### config.mk
export PLATFORM = sky130hd
export DESIGN_NAME = frsc_dev_flat
export DESIGN_NICKNAME = d
export VERILOG_FILES = /design/src/verilog/frsc_pkg.sv /design/src/verilog/frsc_if.sv /design/src/verilog/frsc_dev.sv /design/src/flat_wrapper.sv
export SDC_FILE = /design/constraint.sdc
export NUM_CORES = 1
export LEC_CHECK = 0
export BUFFER_PORTS_ARGS = -buffer_cell sky130_fd_sc_hd__buf_2
export CORE_AREA = 2 2 69 97
export CTS_CLUSTER_DIAMETER = 60
export DETAILED_ROUTE_END_ITERATION = 8
export DIE_AREA = 0 0 71 99
export PLACE_DENSITY = 0.85
export SYNTH_ARGS = -nofsm -noshare
export SYNTH_HDL_FRONTEND = slang
export SYNTH_SLANG_ARGS = --single-unit
### constraint.sdc
create_clock -name sys_clk -period 4.6 [get_ports sys_clk]
set_input_delay 0.92 -clock sys_clk [delete_from_list [all_inputs] [get_ports sys_clk]]
set_output_delay 0.92 -clock sys_clk [all_outputs]
set_load 0.05 [all_outputs]
### src/verilog/frsc_pkg.sv
// Shared constants for the serial flash reset, unique-ID and parameter-table command logic
package frsc_pkg;
	// Command opcodes
	localparam logic [7:0] FRSC_NO_OP_CMD          = 8'h00;
	localparam logic [7:0] FRSC_RESET_ARM_CMD      = 8'h66;
	localparam logic [7:0] FRSC_RESET_CMD          = 8'h99;
	localparam logic [7:0] FRSC_UNIQUE_ID_READ_CMD = 8'h4B;
	localparam logic [7:0] FRSC_PARAM_TABLE_READ_CMD = 8'h5A;
	// Frame layout in bytes; ID length in bits
	localparam int FRSC_UID_DUMMY_BYTES   = 4;
	localparam int FRSC_TABLE_ADDR_BYTES  = 3;
	localparam int FRSC_TABLE_DUMMY_BYTES = 1;
	localparam int FRSC_UID_BITS          = 128;
	// Table contents
	localparam logic [31:0] FRSC_SIGNATURE     = 32'h5044_4653;
	localparam logic [7:0]  FRSC_REV_MINOR     = 8'h00;
	localparam logic [7:0]  FRSC_REV_MAJOR     = 8'h01;
	localparam logic [7:0]  FRSC_HEADER_COUNT  = 8'h01;
	localparam logic [7:0]  FRSC_UNUSED_BYTE   = 8'hFF;
	localparam logic [7:0]  FRSC_STD_ID        = 8'h00;
	localparam logic [7:0]  FRSC_STD_LEN       = 8'h09;
	localparam logic [7:0]  FRSC_STD_TABLE_POINTER = 8'h30;
	localparam logic [7:0]  FRSC_VND_LEN       = 8'h03;
	localparam logic [7:0]  FRSC_VND_TABLE_POINTER = 8'h90;
	localparam logic [7:0]  FRSC_PTR_UPPER     = 8'h00;
	// Reset recovery time and its count at 100 MHz
	localparam int FRSC_CLK_MHZ          = 100;
	localparam int FRSC_RECOVERY_US      = 12;
	localparam int FRSC_RECOVERY_CYCLES  = FRSC_RECOVERY_US * FRSC_CLK_MHZ;
	// Link clock divider for the host end: half period in system clocks
	localparam int FRSC_SCK_HALF         = 8;
endpackage

### src/verilog/frsc_if.sv
// Serial bus between flash controller and flash command logic
`timescale 1ns/10ps
interface frsc_if;
	logic       cs_n;
	logic       sck;
	logic       si;
	logic [2:0] upper_io_lines;
	logic       so;
	logic       so_oe;
	modport host (output cs_n, output sck, output si, output upper_io_lines,
		input so, input so_oe);
	modport dev (input cs_n, input sck, input si, input upper_io_lines,
		output so, output so_oe);
endinterface

### src/verilog/frsc_dev.sv
// Flash end: no-op, two-step software reset, unique-ID read, parameter-table read
// Overview of operation
// - No-op only cancels an armed reset
// - Reset group commands use only primary input
// - Software reset restores power-on defaults, standby
// - Reset acts only right after reset-arm
// - Any other command disarms a pending reset
// - Reset aborts a running program or erase
// - Fixed read-only 128-bit unique identifier
// - ID read: opcode, four dummies, ID out
// - Table read: opcode, three address, one dummy
// - Chip select high ends table read output
// - Only low address byte indexes the table
// - Signature low byte first, revision 1.0
// - Header count 01H at location 06H
// - Locations 07H, 0FH, 17H read FFH
// - First header: ID 00, 1.0, 9 dwords, 30H
// - Second header: maker, 1.0, 3 dwords, 90H
// - Reset commands accepted while suspended
`timescale 1ns/10ps
module frsc_dev
	import frsc_pkg::*;
#(
	parameter logic [127:0] UNIQUE_ID   = 128'h0123_4567_89AB_CDEF_0F1E_2D3C_4B5A_6978,
	parameter logic [7:0]   MAKER_CODE  = 8'h5C, // Arbitrary value
	parameter int           RECOVERY    = FRSC_RECOVERY_CYCLES
) (
	// Clock and reset
	input  wire logic sys_clk,
	input  wire logic rst,
	// Serial bus
	frsc_if.dev       bus,
	// Array engine status and abort
	input  wire logic busy,
	input  wire logic suspended,
	output logic      abort_op,
	output logic      sw_reset,
	output logic      in_recovery
);
	// Refuse a recovery interval the counter cannot serve
	if (RECOVERY < 1) begin : g_bad_recovery
		$error("RECOVERY must be at least one cycle");
	end
	typedef enum logic [2:0] {
		FRSC_S_CMD   = 3'b000,
		FRSC_S_ADDR  = 3'b001,
		FRSC_S_DUMMY = 3'b010,
		FRSC_S_OUT   = 3'b011,
		FRSC_S_SKIP  = 3'b100
	} frsc_dev_state_t;
	frsc_dev_state_t state;
	logic [1:0]  cs_sync;
	logic [2:0]  sck_sync;
	logic [1:0]  si_sync;
	logic        cs_act;
	logic        rise;
	logic        fall;
	logic [7:0]  shreg;
	logic [5:0]  bit_cnt;
	logic [7:0]  addr;
	logic        uid_mode;
	logic [6:0]  uid_idx;
	logic [2:0]  out_bit;
	logic        armed;
	logic [$clog2(RECOVERY+1)-1:0] rec_cnt;
	logic [7:0]  cur_byte;
	logic [7:0]  next_shreg;
	// Inputs from the link pass two flops; edges compare the second and third
	always_ff @(posedge sys_clk) begin
		if (rst) begin
			cs_sync  <= 2'b11;
			sck_sync <= 3'b000;
			si_sync  <= 2'b00;
		end else begin
			cs_sync  <= {cs_sync[0], bus.cs_n};
			sck_sync <= {sck_sync[1:0], bus.sck};
			si_sync  <= {si_sync[0], bus.si};
		end
	end
	assign cs_act     = !cs_sync[1];
	assign rise       = cs_act && sck_sync[1] && !sck_sync[2];
	assign fall       = cs_act && !sck_sync[1] && sck_sync[2];
	assign next_shreg = {shreg[6:0], si_sync[1]};
	// Table contents decoded from the low address byte only
	always_comb begin
		case (addr)
			8'h00: cur_byte = FRSC_SIGNATURE[7:0];
			8'h01: cur_byte = FRSC_SIGNATURE[15:8];
			8'h02: cur_byte = FRSC_SIGNATURE[23:16];
			8'h03: cur_byte = FRSC_SIGNATURE[31:24];
			8'h04: cur_byte = FRSC_REV_MINOR;
			8'h05: cur_byte = FRSC_REV_MAJOR;
			8'h06: cur_byte = FRSC_HEADER_COUNT;
			8'h08: cur_byte = FRSC_STD_ID;
			8'h09: cur_byte = FRSC_REV_MINOR;
			8'h0A: cur_byte = FRSC_REV_MAJOR;
			8'h0B: cur_byte = FRSC_STD_LEN;
			8'h0C: cur_byte = FRSC_STD_TABLE_POINTER;
			8'h0D: cur_byte = FRSC_PTR_UPPER;
			8'h0E: cur_byte = FRSC_PTR_UPPER;
			8'h10: cur_byte = MAKER_CODE;
			8'h11: cur_byte = FRSC_REV_MINOR;
			8'h12: cur_byte = FRSC_REV_MAJOR;
			8'h13: cur_byte = FRSC_VND_LEN;
			8'h14: cur_byte = FRSC_VND_TABLE_POINTER;
			8'h15: cur_byte = FRSC_PTR_UPPER;
			8'h16: cur_byte = FRSC_PTR_UPPER;
			default: cur_byte = FRSC_UNUSED_BYTE;
		endcase
	end
	// Command, address and dummy phases, and output stepping
	always_ff @(posedge sys_clk) begin
		if (rst || sw_reset || !cs_act) begin
			state    <= FRSC_S_CMD;
			bit_cnt  <= '0;
			shreg    <= '0;
			if (rst || sw_reset) begin
				addr     <= '0;
				uid_mode <= 1'b0;
			end
			uid_idx  <= '0;
			out_bit  <= '0;
		end else if (rise) begin
			shreg <= next_shreg;
			bit_cnt <= bit_cnt + 6'd1;
			case (state)
				FRSC_S_CMD: begin
					if (bit_cnt == 6'd7) begin
						bit_cnt <= '0;
						if (in_recovery) begin
							state <= FRSC_S_SKIP;
						end else if (next_shreg == FRSC_UNIQUE_ID_READ_CMD) begin
							state    <= FRSC_S_DUMMY;
							uid_mode <= 1'b1;
						end else if (next_shreg == FRSC_PARAM_TABLE_READ_CMD) begin
							state    <= FRSC_S_ADDR;
							uid_mode <= 1'b0;
						end else begin
							state <= FRSC_S_SKIP;
						end
					end
				end
				FRSC_S_ADDR: begin
					if (bit_cnt == 6'(8 * FRSC_TABLE_ADDR_BYTES - 1)) begin
						bit_cnt <= '0;
						addr    <= next_shreg;
						state   <= FRSC_S_DUMMY;
					end
				end
				FRSC_S_DUMMY: begin
					if ((uid_mode && bit_cnt == 6'(8 * FRSC_UID_DUMMY_BYTES - 1)) ||
						(!uid_mode && bit_cnt == 6'(8 * FRSC_TABLE_DUMMY_BYTES - 1))) begin
						bit_cnt <= '0;
						state   <= FRSC_S_OUT;
					end
				end
				FRSC_S_OUT: begin
					bit_cnt <= 6'd1; // Host has sampled a data bit
				end
				FRSC_S_SKIP: begin
					bit_cnt <= '0;
				end
				default: state <= FRSC_S_CMD;
			endcase
		end else if (fall && state == FRSC_S_OUT && bit_cnt != '0) begin
			// Step only once a data bit was sampled; the last dummy fall must not step
			if (uid_mode) begin
				uid_idx <= uid_idx + 7'd1;
			end else begin
				out_bit <= out_bit + 3'd1;
				if (out_bit == 3'd7) begin
					addr <= addr + 8'd1;
				end
			end
		end
	end
	// Serial output; driven only while selected in the output phase
	always_ff @(posedge sys_clk) begin
		if (rst || !cs_act || state != FRSC_S_OUT) begin
			bus.so    <= 1'b0;
			bus.so_oe <= 1'b0;
		end else begin
			bus.so_oe <= 1'b1;
			bus.so    <= uid_mode ? UNIQUE_ID[7'd127 - uid_idx]
				: cur_byte[3'd7 - out_bit];
		end
	end
	// Reset arm: set by reset-arm, cleared by any other completed command
	always_ff @(posedge sys_clk) begin
		if (rst || sw_reset) begin
			armed    <= 1'b0;
			sw_reset <= 1'b0;
			abort_op <= 1'b0;
		end else begin
			sw_reset <= 1'b0;
			abort_op <= 1'b0;
			if (rise && state == FRSC_S_CMD && bit_cnt == 6'd7 && !in_recovery) begin
				if (next_shreg == FRSC_RESET_ARM_CMD) begin
					armed <= 1'b1;
				end else if (next_shreg == FRSC_RESET_CMD && armed) begin
					armed    <= 1'b0;
					sw_reset <= 1'b1;
					abort_op <= busy || suspended;
				end else begin
					armed <= 1'b0;
				end
			end
		end
	end
	// Recovery interval after a software reset
	always_ff @(posedge sys_clk) begin
		if (rst) begin
			rec_cnt     <= '0;
			in_recovery <= 1'b0;
		end else if (sw_reset) begin
			rec_cnt     <= ($clog2(RECOVERY+1))'(RECOVERY);
			in_recovery <= 1'b1;
		end else if (rec_cnt != '0) begin
			rec_cnt     <= rec_cnt - 1'b1;
			in_recovery <= (rec_cnt != 1);
		end
	end
endmodule // frsc_dev

### src/flat_wrapper.sv
// flat-port wrapper written by rule: the top's interface ports become plain ports
module frsc_dev_flat import frsc_pkg::*;
#(
	parameter logic [127:0] UNIQUE_ID   = 128'h0123_4567_89AB_CDEF_0F1E_2D3C_4B5A_6978,
	parameter logic [7:0]   MAKER_CODE  = 8'h5C,                   
	parameter int           RECOVERY    = FRSC_RECOVERY_CYCLES
)
  (sys_clk, rst, busy, suspended, abort_op, sw_reset, in_recovery, bus_cs_n, bus_sck, bus_si, bus_upper_io_lines, bus_so, bus_so_oe);
  frsc_if bus_i ();
  input  wire logic sys_clk;
  input  wire logic rst;
  input  wire logic busy;
  input  wire logic suspended;
  output logic abort_op;
  output logic sw_reset;
  output logic in_recovery;
  input wire logic [$bits(bus_i.cs_n)-1:0] bus_cs_n;
  input wire logic [$bits(bus_i.sck)-1:0] bus_sck;
  input wire logic [$bits(bus_i.si)-1:0] bus_si;
  input wire logic [$bits(bus_i.upper_io_lines)-1:0] bus_upper_io_lines;
  output wire logic [$bits(bus_i.so)-1:0] bus_so;
  output wire logic [$bits(bus_i.so_oe)-1:0] bus_so_oe;
  assign bus_i.cs_n = bus_cs_n;
  assign bus_i.sck = bus_sck;
  assign bus_i.si = bus_si;
  assign bus_i.upper_io_lines = bus_upper_io_lines;
  assign bus_so = bus_i.so;
  assign bus_so_oe = bus_i.so_oe;
  frsc_dev #(.UNIQUE_ID(UNIQUE_ID), .MAKER_CODE(MAKER_CODE), .RECOVERY(RECOVERY)) u_core (.sys_clk(sys_clk), .rst(rst), .bus(bus_i), .busy(busy), .suspended(suspended), .abort_op(abort_op), .sw_reset(sw_reset), .in_recovery(in_recovery));
endmodule
[Word level (Yosys, flattened, before mapping)]
Memory sizes are Yosys's and may differ from the RTL's. A register that Yosys moved wholly into a read port is not among the register bits.
Index checks and enable logic that the tools add are counted.
Word-level totals
  memories kept: 2
  bits in registers: 59
  bits in read-only memories: 384
  RAM bits: 0
  word-level logic and storage cells: 139
  latch bits: 0
Operators by class
  order comparisons: 2
  bitwise gates (word level): 5
  reductions and logical operators: 43
  muxes and demuxes: 40
  div/mod/pow operators: 0
  eq/ne operators: 22
  multiply operators: 0
  shifts and indexed selects: 0
  add/subtract/negate cells: 7
Memory list
  (no name shown): words 32, bits a word 8, rd ports 1, clocked after Yosys merged registers in 1, write ports 0, line frsc_dev.sv:86  | case (addr)
  (no name shown): words 128, bits a word 1, rd ports 1, clocked after Yosys merged registers in 0, write ports 0, line frsc_dev.sv:184  | bus.so <= uid_mode ? UNIQUE_ID[7'd127 - uid_idx]
Operators with widths (count)
  $mux W8: 9
  $pmux W6 S5: 1
  $eq A8 B7 Y1 const B: 3
  $mux W11: 2
  $mux W3: 6
  $mux W6: 3
  $mux W1: 16
  $eq A6 B5 Y1 const B: 2
  $logic_and A1 B1 Y1: 12
  $pmux W3 S4: 1
  $reduce_and A6 Y1: 2
  $ne A11 B1 Y1 const B: 1
  $reduce_bool A11 Y1: 1
  $sub A11 B1 Y11 const B: 1
  $reduce_bool A3 Y1: 3
  $add A8 B1 Y8 const B: 1
  $eq A8 B8 Y1 const B: 1
  $lt A7 B8 Y1 const B: 1
  $ne A2 B1 Y1 const B: 4
  $reduce_bool A2 Y1: 4
  $add A7 B1 Y7 const B: 1
  $sub A7 B7 Y7 const A: 1
  $add A6 B1 Y6 const B: 1
  $eq A3 B2 Y1 const B: 2
  other kinds (21): 40

[Logic depth before layout (Yosys ltp)]
  word-level depth: 9
  mapped depth: 12

[Worst setup path before layout]
OpenSTA, ideal clock, no wires.
  path type: in2reg
  start point: input port rst
  end point: register (tool-made name)
  required time: 4.482 ns
  setup time: 0.118 ns
  setup slack: 1.705 ns
  data arrival time: 2.777 ns
  cell stages on the path: 10
  cell sequence: or3_4 -> a211oi_4 -> nor2_4 -> buf_6 -> mux2i_1 -> ha_1 -> inv_1 -> a311o_1 -> o311a_1 -> o2bb2ai_1
RTL lines
  from (decl): line flat_wrapper.sv:11  | input wire logic rst;

==> results.toml <==
[drt]
drt-total-wl_mm = 7.54
drt_iter0_drc = 183
ant_nets = 0
vias = 3018
drt-pass1-iter-count = 7
wl_per_cell_um = 15.3
viasPerCell = 6.12
route.detailed.drc = 0

[power]
p_comb_frac = 0.210
power.density_mw_per_mm2 = 390
p_int_mw = 1.11
p_leak_nw = 1.52
power.switching_mw = 0.474
p_clk_frac = 0.349
finalPower_mw = 1.58
switching_share = 0.299
vdd_drop_max_mv = 0.367
power_frac_seq = 0.442

[grt]
grt_overflow = 0
track_usage = 0.232
grt_pass1_vias = 2880
antenna_found_initial = 0
grt_max_degree = 31
grt_pass1_wl_mm = 13.0

[clocking]
clk_latency_ns = 0.35
postCtsHoldBufs = 0
htreeDepth = 3
cts_tree = "yes"
root_buffer = "clkbuf_8"
cts_num_sinks = 67
numCtsBuffers = 9
cts_setup_buffers = 0
cts_resized = 0
clockBufferDepth = 2
clkTransAtPathRegs_ns = 0.07

[floorplanning]
std_cell_rows = 34
fp.coreArea_mm2 = 0.00617
die_area_mm2 = 0.00703
io_pins = 15
die_h_um = 99
start_util = 0.625
die_x_um = 71

[logic_synthesis]
async_reset_ff_frac = 0
synth.avg_cell_area_um2 = 9.24
synth_edf_count = 9
syn-instance-count = 417
synth_xor_area_frac = 0.0591
synth_area_leaders = "dfxtp_1, edfxtp_1, ha_1"
synth.distinct_cells = 65
synth-seq-cells = 67
synth_warnings = 0
syn_area_mm2 = 0.00385
synthSimpleGateAreaFrac = 0.229
synth.area.mux_share = 0.0792
synth_top_family_by_area = "simple AND/OR/NAND/NOR gates"
synth_top_area_frac = 0.301
synth_fp_nets = 446
synthAdderAreaFrac = 0.0617
yosys.area.top_type = "dfxtp_1"
ys_seq_area_frac = 0.371
synth_compound_area_frac = 0.144
ys.flop_type = "dfxtp_1"

[timing]
finalCritPeriodShare = 0.720
worstMarginPinSlew_ns = 0.824
slew_headroom = 0.450
skew_ns = 0.00766
setup-tns-final_ns = 0
fmax_mhz = 302
setup_viol = 0
rsz0062_at_grt = "false"
slew_viol_final = 0
finalHoldViolations = 0
period_needed_ns = 3.31

[layout]
seq_area_mm2 = 0.00143
final_util = 0.659
fin_cells = 493
nFillCells = 490
nets = 445
drive_gt1_frac = 0.143
multiInputGateArea_mm2 = 0.00221
diodes = 0
areaGrowthSynthToFinish_pct = 5.49

[place]
port_buffers = 11
routabilityCongestion = 0.839
place_inst = 477
dp_hpwl_mm = 5.40

[setup_path]
worstPathArrival_ns = 3.54
crit_chain = "buf_2 > or3_4 > a211oi_4 > nor2_4 > mux2i_1 > ha_1 > inv_1 > a311o_1 > o311a_1 > o2bb2ai_1"
end_kind = "flop"
crit_path_top_delay_cell = "nor2_4"
slowest_delay_ns = 0.51
crit_required_ns = 4.83
startpoint_type = "input pin"
worstPathMaxFanout = 30
worstSetupPathType = "input pin to flop"

[worst_hold_path]
hp-class = "flop to flop"

[run_status]
status = "finished, final reports clean"

[run]
drv_cap = 0
[cell usage after synthesis (4+ instances only)]
| library cell | n |
|---|---|
| a211oi_1 | 7 |
| a21oi_1 | 32 |
| and3_1 | 4 |
| buf_6 | 9 |
| clkbuf_1 | 10 |
| dfxtp_1 | 58 |
| edfxtp_1 | 9 |
| ha_1 | 19 |
| inv_1 | 15 |
| mux2i_1 | 11 |
| mux4_2 | 5 |
| nand2_1 | 43 |
| nand2b_1 | 6 |
| nand3_1 | 13 |
| nand4_1 | 5 |
| nor2_1 | 37 |
| nor2b_1 | 11 |
| nor3_1 | 9 |
| o211ai_1 | 4 |
| o21ai_0 | 16 |
| or2_2 | 5 |
| or3_1 | 5 |
| xnor2_1 | 9 |
| xor2_1 | 17 |
[critical path: cells and delay by family]
kind | cells | cell delay [ns]
buffers and inverters | 2 | 0.33
muxes | 1 | 0.26
and+or+nand+nor | 2 | 0.93
AOI/OAI and AO/OA | 4 | 0.67
adders and majority gates | 1 | 0.41
[layout by cell type, fill, tap and decap left out, types with 2 or more instances in the layout]
cell / instances
mux2i_1: 11
mux4_2: 5
clkbuf_8: 10
mux2i_4: 2
or2_2: 5
nor4_1: 3
a211oi_1: 7
nand4b_1: 3
and3_1: 4
edfxtp_1: 9
o21a_1: 2
or4_1: 3
a21o_1: 3
a31oi_1: 2
a211oi_4: 2
xnor2_1: 9
nor2b_1: 11
nand4_1: 5
nand2b_1: 6
inv_1: 15
or3_1: 5
ha_1: 19
nor4b_1: 2
buf_2: 11
dfxtp_1: 58
nand2_1: 43
nor3_1: 9
o21ai_1: 2
nor2_1: 37
o21ai_0: 16
o211ai_1: 4
a21oi_1: 32
mux2_2: 2
nand3_1: 13
inv_4: 2
xor2_1: 17
bufinv_16: 2
[final cells by class]
class,instances,share of cell area
Multi-Input combinational cell,312,0.543
Tap cell,72,0.0222
Clock buffer,10,0.0339
Timing Repair Buffer,11,0.0135
Inverter,15,0.0139
Clock inverter,6,0.0212
Sequential cell,67,0.352
[power by group through the flow]
stage,sequential (mW),clock [mW],combinational (mW)
2_1_floorplan,0.707,0,0.267
3_5_place_dp,0.712,0,0.328
6_report,0.700,0.553,0.332
5_1_grt,0.709,0.584,0.368
4_1_cts,0.699,0.557,0.333
3_3_place_gp,0.710,0,0.307
[logic make-up (layout without fill, tap and decap cells)]
logic type | after synthesis | count (layout)
AO/OA/AOI/OAI | 83 | 83
XOR/XNOR | 26 | 26
adder cells (fa/ha/maj) | 19 | 19
buffers and inverters | 38 | 42
flip-flops | 67 | 67
multiplexers | 21 | 21
AND/OR/NAND/NOR | 163 | 163
[path summary, 6_finish.rpt]
path / cells after the start / slack, ns / startpoint / endpoint
hold reg to reg: 1 / 0.43 / u_core.cs_sync[0] / u_core.cs_sync[1]
setup / recovery: 10 / 1.29 / rst / flop
hold / removal: 1 / 0.43 / u_core.cs_sync[0] / u_core.cs_sync[1]
setup reg to reg: 10 / 1.36 / u_core.state[1] / flop
[layer usage]
layer	vias up	routed length [um]	track usage
met5	-	0	0
met4	0	180	0.110
met3	20	329	0.0450
met2	89	3970	0.416
met1	1439	3060	0.259
li1	1470	-	-
[through the flow]
step	cell area (um2)	hold WS (ns)	setup slack (ns)
2_1_floorplan	3850	0.389	1.71
6_report	4070	0.434	1.29
3_5_place_dp	3840	0.414	1.01
3_3_place_gp	3840	0.392	1.12
5_1_grt	4070	0.462	1.11
4_1_cts	4070	0.438	1.30
Note: power is estimated with default switching activity, not from simulation.
